--- src/hw/i2rh_defines.svh ---
`ifndef I2RH_DEFINES_SVH
`define I2RH_DEFINES_SVH

// Register byte offsets
`define I2RH_OFF_DATA      8'h00
`define I2RH_OFF_EXT_CTRL  8'h04
`define I2RH_OFF_CTRL      8'h08
`define I2RH_OFF_IRQ_STAT  8'h0C
`define I2RH_OFF_IRQ_MASK  8'h10
`define I2RH_OFF_LATCH_CLR 8'h14

// Extended control fields
`define I2RH_XC_STOP_MASK  7
`define I2RH_XC_HANDSHAKE  6
`define I2RH_XC_RX_READY   5

// Control fields
`define I2RH_CT_ENABLE     0
`define I2RH_CT_TX_MODE    1
`define I2RH_CT_SCL_HELD   7

// Interrupt status fields
`define I2RH_IS_IFACE      0
`define I2RH_IS_RX_DONE    1

// Reset values
`define I2RH_RST_BYTE      8'h00
`define I2RH_RST_IRQ       2'h0

// Latch clear codes and read-back
`define I2RH_CLR_CODE_A    4'h5
`define I2RH_CLR_CODE_B    4'h7
`define I2RH_CLR_READBACK  4'hF

// Bit count of the ninth clock (zero based)
`define I2RH_ACK_BIT       4'h8

`endif

--- src/hw/i2rh_pkg.sv ---
// Purpose: types shared by the receive handshake controller
// Assumes: one-hot state encoding
// Notes:   constants live in i2rh_defines.svh
package i2rh_pkg;

  typedef enum logic [2:0] {
    I2RH_ST_RUN  = 3'b001,
    I2RH_ST_ARM  = 3'b010,
    I2RH_ST_HOLD = 3'b100
  } i2rh_state_e;

  typedef logic [7:0] i2rh_byte_t;

endpackage

--- src/hw/i2rh_bit_rx.sv ---
// Purpose: bus condition detection and bit shifting
// Assumes: scl and sda already synchronised to clk_sys
// Notes:   byte_done pulses on the ninth rising scl edge
`include "i2rh_defines.svh"

module i2rh_bit_rx
  import i2rh_pkg::*;
(
  // Clock and reset
  input  wire logic       clk_sys,
  input  wire logic       rst_n,
  input  wire logic       clr,
  // Synchronised bus lines
  input  wire logic       scl_s,
  input  wire logic       sda_s,
  // Events and data
  output logic            start_det,
  output logic            stop_det,
  output logic            scl_fall,
  output logic            byte_done,
  output logic            ack_drive,
  output i2rh_byte_t      shift_reg
);

  logic       scl_d;
  logic       sda_d;
  logic       active;
  logic [3:0] bit_cnt;
  wire        scl_rise = scl_s & ~scl_d;
  wire        last_bit = (bit_cnt == `I2RH_ACK_BIT);

  assign scl_fall  = ~scl_s & scl_d;
  assign start_det = scl_s & scl_d & sda_d & ~sda_s;
  assign stop_det  = scl_s & scl_d & ~sda_d & sda_s & active;
  assign byte_done = scl_rise & active & last_bit;

  always_ff @(posedge clk_sys or negedge rst_n) begin
    if (!rst_n) begin
      scl_d <= 1'b1;
      sda_d <= 1'b1;
    end else begin
      scl_d <= scl_s;
      sda_d <= sda_s;
    end
  end

  always_ff @(posedge clk_sys or negedge rst_n) begin
    if (!rst_n) begin
      active    <= 1'b0;
      bit_cnt   <= 4'h0;
      shift_reg <= `I2RH_RST_BYTE;
      ack_drive <= 1'b0;
    end else if (clr || stop_det) begin
      active    <= 1'b0;
      bit_cnt   <= 4'h0;
      ack_drive <= 1'b0;
    end else if (start_det) begin
      active  <= 1'b1;
      bit_cnt <= 4'h0;
    end else if (scl_rise && active) begin
      if (!last_bit) begin
        shift_reg <= {shift_reg[6:0], sda_s};
      end
      bit_cnt <= last_bit ? 4'h0 : bit_cnt + 4'h1;
    end else if (scl_fall && active) begin
      // Acknowledge slot spans the ninth clock low to low
      ack_drive <= last_bit;
    end
  end

endmodule

--- src/hw/i2rh_sync.sv ---
// Purpose: two flip-flop synchroniser for pin inputs
// Assumes: inputs are asynchronous levels
// Notes:   first stage is read only by the second
module i2rh_sync #(
  parameter int W = 1
) (
  // Clock and reset
  input  wire logic         clk_sys,
  input  wire logic         rst_n,
  // Data
  input  wire logic [W-1:0] din,
  output logic      [W-1:0] dout
);

  logic [W-1:0] meta;

  always_ff @(posedge clk_sys or negedge rst_n) begin
    if (!rst_n) begin
      meta <= '1;
      dout <= '1;
    end else begin
      meta <= din;
      dout <= meta;
    end
  end

endmodule

--- src/hw/i2rh_top.sv ---
// Purpose: receive handshake controller of a two-wire slave
// Assumes: APB slave, zero wait, scl and sda from pins
// Notes:
// Notes on behaviour
// - Unmasked slave stop sets interface interrupt flag
// - Masked stop sets no flag, no interrupt
// - Extended control bit 6 enables handshake
// - Handshake off, buffer empty: keep clocking
// - Handshake on, receive mode: hold SCL low after byte
// - Data register read releases held SCL
// - Ready flag bit 5, read-only, resets 0
// - Empty buffer: transfer on ninth clock rise
// - Pending byte transfers on receive-mode read
// - Read clears flag unless a pending or new byte refills it same cycle
// - Read, enable clear, latch clear drop flag
// - Transmit mode never fills receive buffer
// - Latch clear write of code 5 or 7 pulses init, reads ones
`include "i2rh_defines.svh"

module i2rh_top
  import i2rh_pkg::*;
#(
  parameter int AW = 8
) (
  // System
  input  wire logic          clk_sys,
  input  wire logic          resetn,
  // APB slave
  input  wire logic          psel,
  input  wire logic          penable,
  input  wire logic          pwrite,
  input  wire logic [AW-1:0] paddr,
  input  wire logic [31:0]   pwdata,
  output logic      [31:0]   prdata,
  output logic               pready,
  output logic               pslverr,
  // Bus pins
  input  wire logic          scl_in,
  output logic               scl_out,
  output logic               scl_oe,
  input  wire logic          sda_in,
  output logic               sda_out,
  output logic               sda_oe,
  // Interrupt
  output logic               irq
);

  // ----------------------------------------
  // Reset release
  // ----------------------------------------
  logic rst_meta;
  logic rst_n;

  always_ff @(posedge clk_sys or negedge resetn) begin
    if (!resetn) begin
      rst_meta <= 1'b0;
      rst_n    <= 1'b0;
    end else begin
      rst_meta <= 1'b1;
      rst_n    <= rst_meta;
    end
  end

  // ----------------------------------------
  // Pin synchronisers and bit receiver
  // ----------------------------------------
  logic [1:0] pins_s;
  logic       start_det;
  logic       stop_det;
  logic       scl_fall;
  logic       byte_done;
  logic       ack_drive;
  i2rh_byte_t shift_reg;
  logic       rx_clr;

  i2rh_sync #(.W(2)) u_sync (
    .clk_sys (clk_sys),
    .rst_n   (rst_n),
    .din     ({scl_in, sda_in}),
    .dout    (pins_s)
  );

  i2rh_bit_rx u_bit_rx (
    .clk_sys   (clk_sys),
    .rst_n     (rst_n),
    .clr       (rx_clr),
    .scl_s     (pins_s[1]),
    .sda_s     (pins_s[0]),
    .start_det (start_det),
    .stop_det  (stop_det),
    .scl_fall  (scl_fall),
    .byte_done (byte_done),
    .ack_drive (ack_drive),
    .shift_reg (shift_reg)
  );

  // ----------------------------------------
  // Register state
  // ----------------------------------------
  logic        stop_irq_mask;
  logic        rx_handshake_en;
  logic        rx_data_ready_flag;
  logic        module_enable_bit;
  logic        tx_rx_select;
  logic        rx_pending;
  i2rh_byte_t  rx_buffer;
  logic [1:0]  irq_status;
  logic [1:0]  irq_mask;
  i2rh_state_e state;
  i2rh_state_e next_state;

  // ----------------------------------------
  // APB decode
  // ----------------------------------------
  function automatic logic reg_hit(input logic [AW-1:0] a, input logic [7:0] off);
    reg_hit = (a == AW'(off));
  endfunction

  wire apb_setup  = psel & ~penable;
  wire apb_access = psel & penable;
  wire wr_en      = apb_access & pwrite;
  wire rd_en      = apb_access & ~pwrite;

  wire hit_data  = reg_hit(paddr, `I2RH_OFF_DATA);
  wire hit_xc    = reg_hit(paddr, `I2RH_OFF_EXT_CTRL);
  wire hit_ctrl  = reg_hit(paddr, `I2RH_OFF_CTRL);
  wire hit_stat  = reg_hit(paddr, `I2RH_OFF_IRQ_STAT);
  wire hit_mask  = reg_hit(paddr, `I2RH_OFF_IRQ_MASK);
  wire hit_lclr  = reg_hit(paddr, `I2RH_OFF_LATCH_CLR);
  wire mapped    = hit_data | hit_xc | hit_ctrl | hit_stat | hit_mask | hit_lclr;

  assign pready  = 1'b1;
  assign pslverr = apb_access & ~mapped;

  // ----------------------------------------
  // Event decode
  // ----------------------------------------
  wire rx_mode    = ~tx_rx_select;
  wire data_rd    = rd_en & hit_data;
  // Only the documented clear codes act; other patterns are ignored
  wire clr_code   = (pwdata[3:0] == `I2RH_CLR_CODE_A) | (pwdata[3:0] == `I2RH_CLR_CODE_B);
  wire latch_clr  = wr_en & hit_lclr & clr_code;
  wire enable_off = wr_en & hit_ctrl & ~pwdata[`I2RH_CT_ENABLE];
  wire init_clr   = latch_clr | enable_off;
  wire got_byte   = byte_done & rx_mode & module_enable_bit;
  // A read in the same cycle frees the buffer, or the byte would strand
  wire xfer_now   = got_byte & (~rx_data_ready_flag | data_rd);
  wire pend_set   = got_byte & rx_data_ready_flag & ~data_rd;
  wire pend_xfer  = data_rd & rx_pending & rx_mode;
  // A full buffer always stalls, or the pending byte would be overrun
  wire hold_req   = got_byte & (rx_handshake_en | rx_data_ready_flag);
  wire stop_evt   = stop_det & module_enable_bit & ~stop_irq_mask;

  assign rx_clr = init_clr | ~module_enable_bit;

  // ----------------------------------------
  // Receive buffer and ready flag
  // ----------------------------------------
  logic next_flag;
  logic next_pending;

  always_comb begin
    next_flag    = rx_data_ready_flag;
    next_pending = rx_pending;
    if (data_rd) begin
      next_flag = 1'b0;
    end
    if (xfer_now || pend_xfer) begin
      next_flag = 1'b1;
    end
    if (pend_set) begin
      next_pending = 1'b1;
    end else if (pend_xfer) begin
      next_pending = 1'b0;
    end
    if (init_clr) begin
      next_flag    = 1'b0;
      next_pending = 1'b0;
    end
  end

  always_ff @(posedge clk_sys or negedge rst_n) begin
    if (!rst_n) begin
      rx_data_ready_flag <= 1'b0;
      rx_pending         <= 1'b0;
      rx_buffer          <= `I2RH_RST_BYTE;
    end else begin
      rx_data_ready_flag <= next_flag;
      rx_pending         <= next_pending;
      if ((xfer_now || pend_xfer) && !init_clr) begin
        rx_buffer <= shift_reg;
      end
    end
  end

  // ----------------------------------------
  // SCL hold machine
  // ----------------------------------------
  always_comb begin
    next_state = state;
    case (state)
      I2RH_ST_RUN: begin
        if (hold_req) begin
          next_state = I2RH_ST_ARM;
        end
      end
      // Wait for scl low so the ninth high phase is never cut short
      I2RH_ST_ARM: begin
        if (data_rd) begin
          next_state = I2RH_ST_RUN;
        end else if (scl_fall) begin
          next_state = I2RH_ST_HOLD;
        end
      end
      I2RH_ST_HOLD: begin
        if (data_rd) begin
          next_state = I2RH_ST_RUN;
        end
      end
      default: begin
        next_state = I2RH_ST_RUN;
      end
    endcase
    if (init_clr || !module_enable_bit) begin
      next_state = I2RH_ST_RUN;
    end
  end

  always_ff @(posedge clk_sys or negedge rst_n) begin
    if (!rst_n) begin
      state <= I2RH_ST_RUN;
    end else begin
      state <= next_state;
    end
  end

  // Open-drain pins only ever pull low
  assign scl_out = 1'b0;
  assign scl_oe  = (state == I2RH_ST_HOLD);
  assign sda_out = 1'b0;
  assign sda_oe  = ack_drive & rx_mode & module_enable_bit;

  // ----------------------------------------
  // Software registers
  // ----------------------------------------
  always_ff @(posedge clk_sys or negedge rst_n) begin
    if (!rst_n) begin
      stop_irq_mask     <= 1'b0;
      rx_handshake_en   <= 1'b0;
      module_enable_bit <= 1'b0;
      tx_rx_select      <= 1'b0;
      irq_mask          <= `I2RH_RST_IRQ;
    end else if (wr_en) begin
      if (hit_xc) begin
        stop_irq_mask   <= pwdata[`I2RH_XC_STOP_MASK];
        rx_handshake_en <= pwdata[`I2RH_XC_HANDSHAKE];
      end
      if (hit_ctrl) begin
        module_enable_bit <= pwdata[`I2RH_CT_ENABLE];
        tx_rx_select      <= pwdata[`I2RH_CT_TX_MODE];
      end
      if (hit_mask) begin
        irq_mask <= pwdata[1:0];
      end
    end
  end

  // ----------------------------------------
  // Interrupt status
  // ----------------------------------------
  logic [1:0] irq_set;
  logic [1:0] irq_w1c;

  assign irq_set[`I2RH_IS_IFACE]   = stop_evt;
  assign irq_set[`I2RH_IS_RX_DONE] = xfer_now | pend_xfer;
  assign irq_w1c = (wr_en & hit_stat) ? pwdata[1:0] : 2'h0;

  always_ff @(posedge clk_sys or negedge rst_n) begin
    if (!rst_n) begin
      irq_status <= `I2RH_RST_IRQ;
    end else begin
      // Set beats a simultaneous clear
      irq_status <= (irq_status & ~irq_w1c) | irq_set;
    end
  end

  assign irq = |(irq_status & irq_mask);

  // ----------------------------------------
  // Read data
  // ----------------------------------------
  logic [31:0] rd_mux;
  logic [7:0]  xc_view;
  logic [7:0]  ctrl_view;

  always_comb begin
    xc_view                        = 8'h00;
    xc_view[`I2RH_XC_STOP_MASK]    = stop_irq_mask;
    xc_view[`I2RH_XC_HANDSHAKE]    = rx_handshake_en;
    xc_view[`I2RH_XC_RX_READY]     = rx_data_ready_flag;
    ctrl_view                      = 8'h00;
    ctrl_view[`I2RH_CT_ENABLE]     = module_enable_bit;
    ctrl_view[`I2RH_CT_TX_MODE]    = tx_rx_select;
    ctrl_view[`I2RH_CT_SCL_HELD]   = scl_oe;
    rd_mux = 32'h0000_0000;
    if (hit_data) begin
      rd_mux[7:0] = rx_buffer;
    end else if (hit_xc) begin
      rd_mux[7:0] = xc_view;
    end else if (hit_ctrl) begin
      rd_mux[7:0] = ctrl_view;
    end else if (hit_stat) begin
      rd_mux[1:0] = irq_status;
    end else if (hit_mask) begin
      rd_mux[1:0] = irq_mask;
    end else if (hit_lclr) begin
      rd_mux[3:0] = `I2RH_CLR_READBACK;
    end
  end

  // Captured in setup so the access phase answers from a flop
  always_ff @(posedge clk_sys or negedge rst_n) begin
    if (!rst_n) begin
      prdata <= 32'h0000_0000;
    end else if (apb_setup && !pwrite) begin
      prdata <= rd_mux;
    end
  end

endmodule
--- config.mk ---
export PLATFORM = sky130hd
export DESIGN_NAME = i2rh_top
export DESIGN_NICKNAME = d
export VERILOG_FILES = /design/src/hw/i2rh_pkg.sv /design/src/hw/i2rh_bit_rx.sv /design/src/hw/i2rh_sync.sv /design/src/hw/i2rh_top.sv
export VERILOG_INCLUDE_DIRS = /design/src /design/src/hw
export SDC_FILE = /design/constraint.sdc
export NUM_CORES = 1
export LEC_CHECK = 0
export BUFFER_PORTS_ARGS = -buffer_cell sky130_fd_sc_hd__buf_2
export CORE_MARGIN = 2
export CORE_UTILIZATION = 33
export CTS_CLUSTER_SIZE = 14
export DETAILED_ROUTE_END_ITERATION = 8
export PLACE_DENSITY = 0.53
export SYNTH_ARGS = -nofsm -noshare
export SYNTH_HDL_FRONTEND = slang
export SYNTH_SLANG_ARGS = --single-unit
--- constraint.sdc ---
create_clock -name clk_sys -period 2.6 [get_ports clk_sys]
set_input_delay 0.39 -clock clk_sys [delete_from_list [all_inputs] [get_ports clk_sys]]
set_output_delay 0.39 -clock clk_sys [all_outputs]
set_load 0.02 [all_outputs]
; Yosys cells after proc, flatten, opt, wreduce, memory -nomap -nowiden
; Index checks and enable logic that the tools add are counted.
[op_classes]
n_bitwise = 64
eq_ne = 16
add_sub_neg = 1
reduce_logical = 23
n_mux = 32
[op_table]
columns = cell, count
row1 = 1-bit AND, 33
row2 = 4-bit two-way mux, 7
row3 = "8-bit by 4-bit == test with 1-bit output, second input constant", 2
row4 = "8-bit by 5-bit == test with 1-bit output, second input constant", 2
row5 = 8-bit two-way mux, 2
row6 = 1-bit NOT, 16
row7 = 3-bit two-way mux, 5
row8 = 1-bit two-way mux, 12
row9 = 1-bit OR, 11
row10 = 2-bit two-way mux, 5
row11 = 3-bit case mux with 3 select lines, 1
row12 = 3-bit nonzero test, 3
row13 = "4-bit by 3-bit == test with 1-bit output, second input constant", 2
row14 = "8-bit by 3-bit == test with 1-bit output, second input constant", 1
row15 = 8-bit logical NOT, 1
row16 = 2-bit AND reduction, 3
row17 = 3-bit AND reduction, 2
row18 = "4-bit by 1-bit adder with 4-bit output, second input constant", 1
row19 = 2-bit AND, 2
row20 = "4-bit == test, second input constant", 1
row21 = 1-bit logical AND, 4
row22 = "2-bit by 1-bit != test with 1-bit output, second input constant", 2
row23 = "4-bit by 3-bit != test with 1-bit output, second input constant", 1
row24 = 4-bit AND reduction, 1
row25 = 11 further kinds, 16
[totals]
reg_bits = 51
word_cells = 157
inputBits = 47
out_inout_bits = 39

; Depth between registers and ports, before layout
[depth]
ltp_word = 10
depth_mapped = 7

; By module
; From an unflattened synthesis, not the netlist that was laid out.
[hier_totals]
cells_unflattened = 237
area_unflattened_um2 = 2641.3
[modules_own_cells]
columns = mod, cells_per_inst, area_per_inst_um2, n_inst
row1 = i2rh_top, 173, 1774.2, 1
row2 = i2rh_bit_rx, 60, 762.0, 1
row3 = i2rh_sync, 4, 105.1, 1

; Least setup slack after synthesis
; No wires, ideal clock.
[synth_timing]
kind = register to register
startpoint = register u_bit_rx.bit_cnt[0]
endpoint = register rx_buffer[0]
t_arrival_ns = 1.993
setup_ns = 0.125
path_stages_with_launch = 8
period_less_slack_ns = 2.118
setup_slack_ns = 0.482
n_path_buf = 0
cell_sequence = dfrtp_1 > inv_1 > ha_1 > nand3b_1 > or4_4 > a211oi_4 > nand3_4 > mux2_4
[synth_via]
elab_chain_cells = 7
[synth_rtl]
columns = item, line_no
row1 = from (decl), i2rh_bit_rx.sv:28  ; logic [3:0] bit_cnt;
row2 = from (signal assigned), i2rh_bit_rx.sv:64  ; bit_cnt <= last_bit ? 4'h0 : bit_cnt + 4'h1;
row3 = 4-bit == test (no line), n/a
row4 = 1-bit AND, i2rh_bit_rx.sv:35  ; assign byte_done = scl_rise & active & last_bit;
row5 = 1-bit AND (2 in a row), i2rh_top.sv:145  ; wire got_byte = byte_done & rx_mode & module_enable_bit;
row6 = 1-bit AND, i2rh_top.sv:147  ; wire xfer_now = got_byte & (~rx_data_ready_flag | data_rd);
row7 = 1-bit logical OR, i2rh_top.sv:190  ; if ((xfer_now || pend_xfer) && !init_clr) begin
row8 = 1-bit logical AND, i2rh_top.sv:190
row9 = to (signal assigned), i2rh_top.sv:186  ; rx_buffer <= `I2RH_RST_BYTE;
row10 = to (signal assigned), i2rh_top.sv:191  ; rx_buffer <= shift_reg;
row11 = to (decl), i2rh_top.sv:106  ; i2rh_byte_t rx_buffer;
; Every way passes these cells.
; A chain may end at the register's enable or synchronous reset.

; Final worst setup path
[layout_timing]
startpoint = register u_sync.dout[1]
endpoint = register rx_buffer[5]
[layout_via]
elab_chain_cells = 8
[layout_rtl]
columns = item, line_no
row1 = from (decl), i2rh_sync.sv:12  ; output logic [W-1:0] dout
row2 = from (signal assigned), i2rh_sync.sv:23  ; dout <= meta;
row3 = 1-bit AND, i2rh_bit_rx.sv:29  ; wire scl_rise = scl_s & ~scl_d;
row4 = 1-bit AND (2 in a row), i2rh_bit_rx.sv:35
row5 = 1-bit AND (2 in a row), i2rh_top.sv:145
row6 = 1-bit AND, i2rh_top.sv:147
row7 = 1-bit logical OR, i2rh_top.sv:190
row8 = 1-bit logical AND, i2rh_top.sv:190
; Every way passes these cells.

==> flow_metrics.env <==
export IMPL_status="finished clean"
export IMPL_max_stage_delay_ns=0.58
export IMPL_cts_tree="built"
export IMPL_p_per_area_mw_per_mm2=524.7
export IMPL_syn_area_sq_mm=0.002610
export IMPL_gr_total_overflow=0
export IMPL_drt_iter0_markers=66
export IMPL_synth_cell_types=46
export IMPL_maxCapViolations=0
export IMPL_coreArea_sq_mm=0.007687
export IMPL_clkSlewWorstSetupHoldPaths_ns=0.09
export IMPL_clk_latency_ns=0.30
export IMPL_portBuffers=32
export IMPL_synth_seq_cells=51
export IMPL_routabilityCongestion=0.7940
export IMPL_ctsResizeCount=0
export IMPL_postCtsSetupRepairBufs=0
export IMPL_num_fill_cells=760
export IMPL_hold_path_depth=1
export IMPL_area_growth_pct=13.76
export IMPL_met3_length_um=229
export IMPL_final_min_period_over_clock_period_pct=88.73
export IMPL_arrival_ns=2.50
export IMPL_syn_avg_cell_area_sq_um=10.83
export IMPL_path_buf_inv=0
export IMPL_postSynth_asyncResetShare_pct=100.0
export IMPL_crit_family="simple AND/OR/NAND/NOR gates"
export IMPL_p_total_mw=1.558
export IMPL_htree_levels=2
export IMPL_crit_required_ns=2.79
export IMPL_seqPwrFrac_pct=54.2
export IMPL_antenna_found_initial=0
export IMPL_rsz0062_at_grt="no"
export IMPL_finalWirelength_mm=5.201
export IMPL_path_cells="nand3b_1 > or4_4 > a211oi_4 > nand3_4 > mux2_4"
export IMPL_yosys_area_top_type="dfrtp_1"
export IMPL_netlist_instances=241
export IMPL_postLayoutCoreUtil_pct=38.62
export IMPL_met1Wirelength_mm=2.445
export IMPL_dpl_cell_count=379
export IMPL_cpMaxStageDelayCell="dfstp_2"
export IMPL_grt_pass1_wl_mm=8.804
export IMPL_holdBufCountCts=1
export IMPL_finalMaxSlewViolations=0
export IMPL_critPathLaunchType="flop"
export IMPL_skew_ns=0.005404
export IMPL_synth_yosys_warnings=0
export IMPL_grt_pass1_vias=1771
export IMPL_min_period_ns=2.307
export IMPL_die_h_um=92.94
export IMPL_drc=0
export IMPL_nNetsFinal=334
export IMPL_yosys_area_top_type_share_pct=42.19
export IMPL_num_io_pins=86
export IMPL_setup_viol=0
export IMPL_max_freq_mhz=433.5
export IMPL_synth_ff_type="dfrtp_1"
export IMPL_row_count=32
export IMPL_worstPathMaxFanout=8
export IMPL_ys_top_cells_by_area="dfrtp_1, buf_4, dfstp_2"
export IMPL_die_area_sq_mm=0.008637
export IMPL_r2r_worst_path_cells=5
export IMPL_wl_per_cell_um=13.40
export IMPL_grt_use_total_pct=12.96
export IMPL_tns_ns=0
export IMPL_cts_made_buffers=5
export IMPL_pwr_share_comb_pct=10.5
export IMPL_path_class="flop to flop"
export IMPL_swShare_pct=25.52
export IMPL_layout_drive_gt1_share_pct=29.72
export IMPL_p_leak_nw=1.368
export IMPL_via_per_inst=4.781
export IMPL_cts_sinks=51
export IMPL_ant_nets=0
export IMPL_clockBufferDepth=2
export IMPL_peakVddDrop_uv=188.0
export IMPL_first_pass_iters=5
export IMPL_top_layer="met4"
export IMPL_clkPwrFrac_pct=35.3
export IMPL_netSwitchingPower_mw=0.3975
export IMPL_hold_class="input pin to flop"
export IMPL_initial_core_util_pct=33.95
export IMPL_place_hpwl_mm=4.102
export IMPL_p_int_mw=1.160
export IMPL_path_depth=5
export IMPL_crit_path_end_kind="flop"
export IMPL_routed_wl_met2_mm=2.458
export IMPL_root_buffer="clkbuf_8"
export IMPL_instances_no_fill=388
export IMPL_num_vias=1855
export IMPL_hold_viol_final=0
export IMPL_diodes=0
export IMPL_die_w_um=92.94
export IMPL_synth_edf_count=0
export IMPL_synth_seq_area_share_pct=49.23
export IMPL_grt_max_degree=24
[per-stage QoR]
stage	worst slack [ns]	cell area, sq um	hold WS (ns)
after floorplan	0.4819	2708	0.09441
after global placement	0.2259	2849	0.1768
after detailed placement	0.2390	2849	0.1771
after CTS	0.2940	2969	0.1622
after global routing	0.2010	2969	0.1595
final	0.2930	2969	0.1767
[power by group through the flow]
stage	Combinational [mW]	Sequential, mW	Clock, mW
2_1_floorplan	0.107	0.883	0
3_3_place_gp	0.163	0.860	0
3_5_place_dp	0.164	0.860	0
4_1_cts	0.165	0.845	0.575
5_1_grt	0.181	0.850	0.601
6_report	0.163	0.844	0.550
[synthesized netlist by cell type (all sizes together) (5+ instances only)]
master	number
a21oi	20
buf	28
dfrtp	44
dfstp	7
inv	6
mux2	22
nand2	12
nand2b	5
nand3	5
nor2	22
nor2b	5
nor3	6
[kinds of logic after synthesis]
group	share of synthesized area (%)
DFF	49.23
AOI/OAI and AO/OA	9.397
muxes	11.41
and+or+nand+nor	19.32
other	0.2877
adders and majority gates	0.9586
buffers and inverters	9.395
[per-layer routing]
metal | vias up | GRT usage [%]
li1 | 890 | -
met1 | 907 | 17.55
met2 | 52 | 20.77
met3 | 6 | 2.766
met4 | 0 | 4.044
met5 | - | 0
[final timing paths]
| path | start | to | slack (ns) |
|---|---|---|---|
| worst max register to register | u_sync.dout[1] | rx_buffer[5] | 0.29 |
| worst max-delay path | u_sync.dout[1] | rx_buffer[5] | 0.29 |
| worst min-delay path | scl_in | u_sync.meta[1] | 0.18 |
| max in group asynchronous | rst_n | state[0] | 1.72 |
| worst min register to register | rst_n | u_bit_rx.shift_reg[1] | 0.23 |
| min in group asynchronous | rst_n | u_bit_rx.shift_reg[1] | 0.23 |
[cell type report]
class / instances / area [sq um] / share of cell area, %
timing repair buffer: 43 / 245.2 / 8.260
multi-input combinational: 178 / 1177 / 39.65
clock inverter: 2 / 37.54 / 1.264
sequential: 51 / 1286 / 43.32
clock buffer: 6 / 72.57 / 2.444
inverter: 6 / 22.52 / 0.7585
tap: 102 / 127.6 / 4.298
[cells in the final DEF, fill, tap and decap left out, types with 3 or more instances in the layout]
master	n
inv_1	6
buf_4	10
nor2_1	21
and3_1	4
nand3b_1	4
clkbuf_8	5
buf_2	32
conb_1	28
nand3_1	4
nand4_1	4
a22oi_1	4
nand2_1	12
mux2_2	13
dfrtp_1	43
nor3b_1	3
and3b_1	3
mux2_4	8
dfstp_2	7
nor3_1	6
a21oi_1	20
nand2b_1	5
nor2b_1	5
o21ai_0	3
Power figures use the tool's default switching activity.
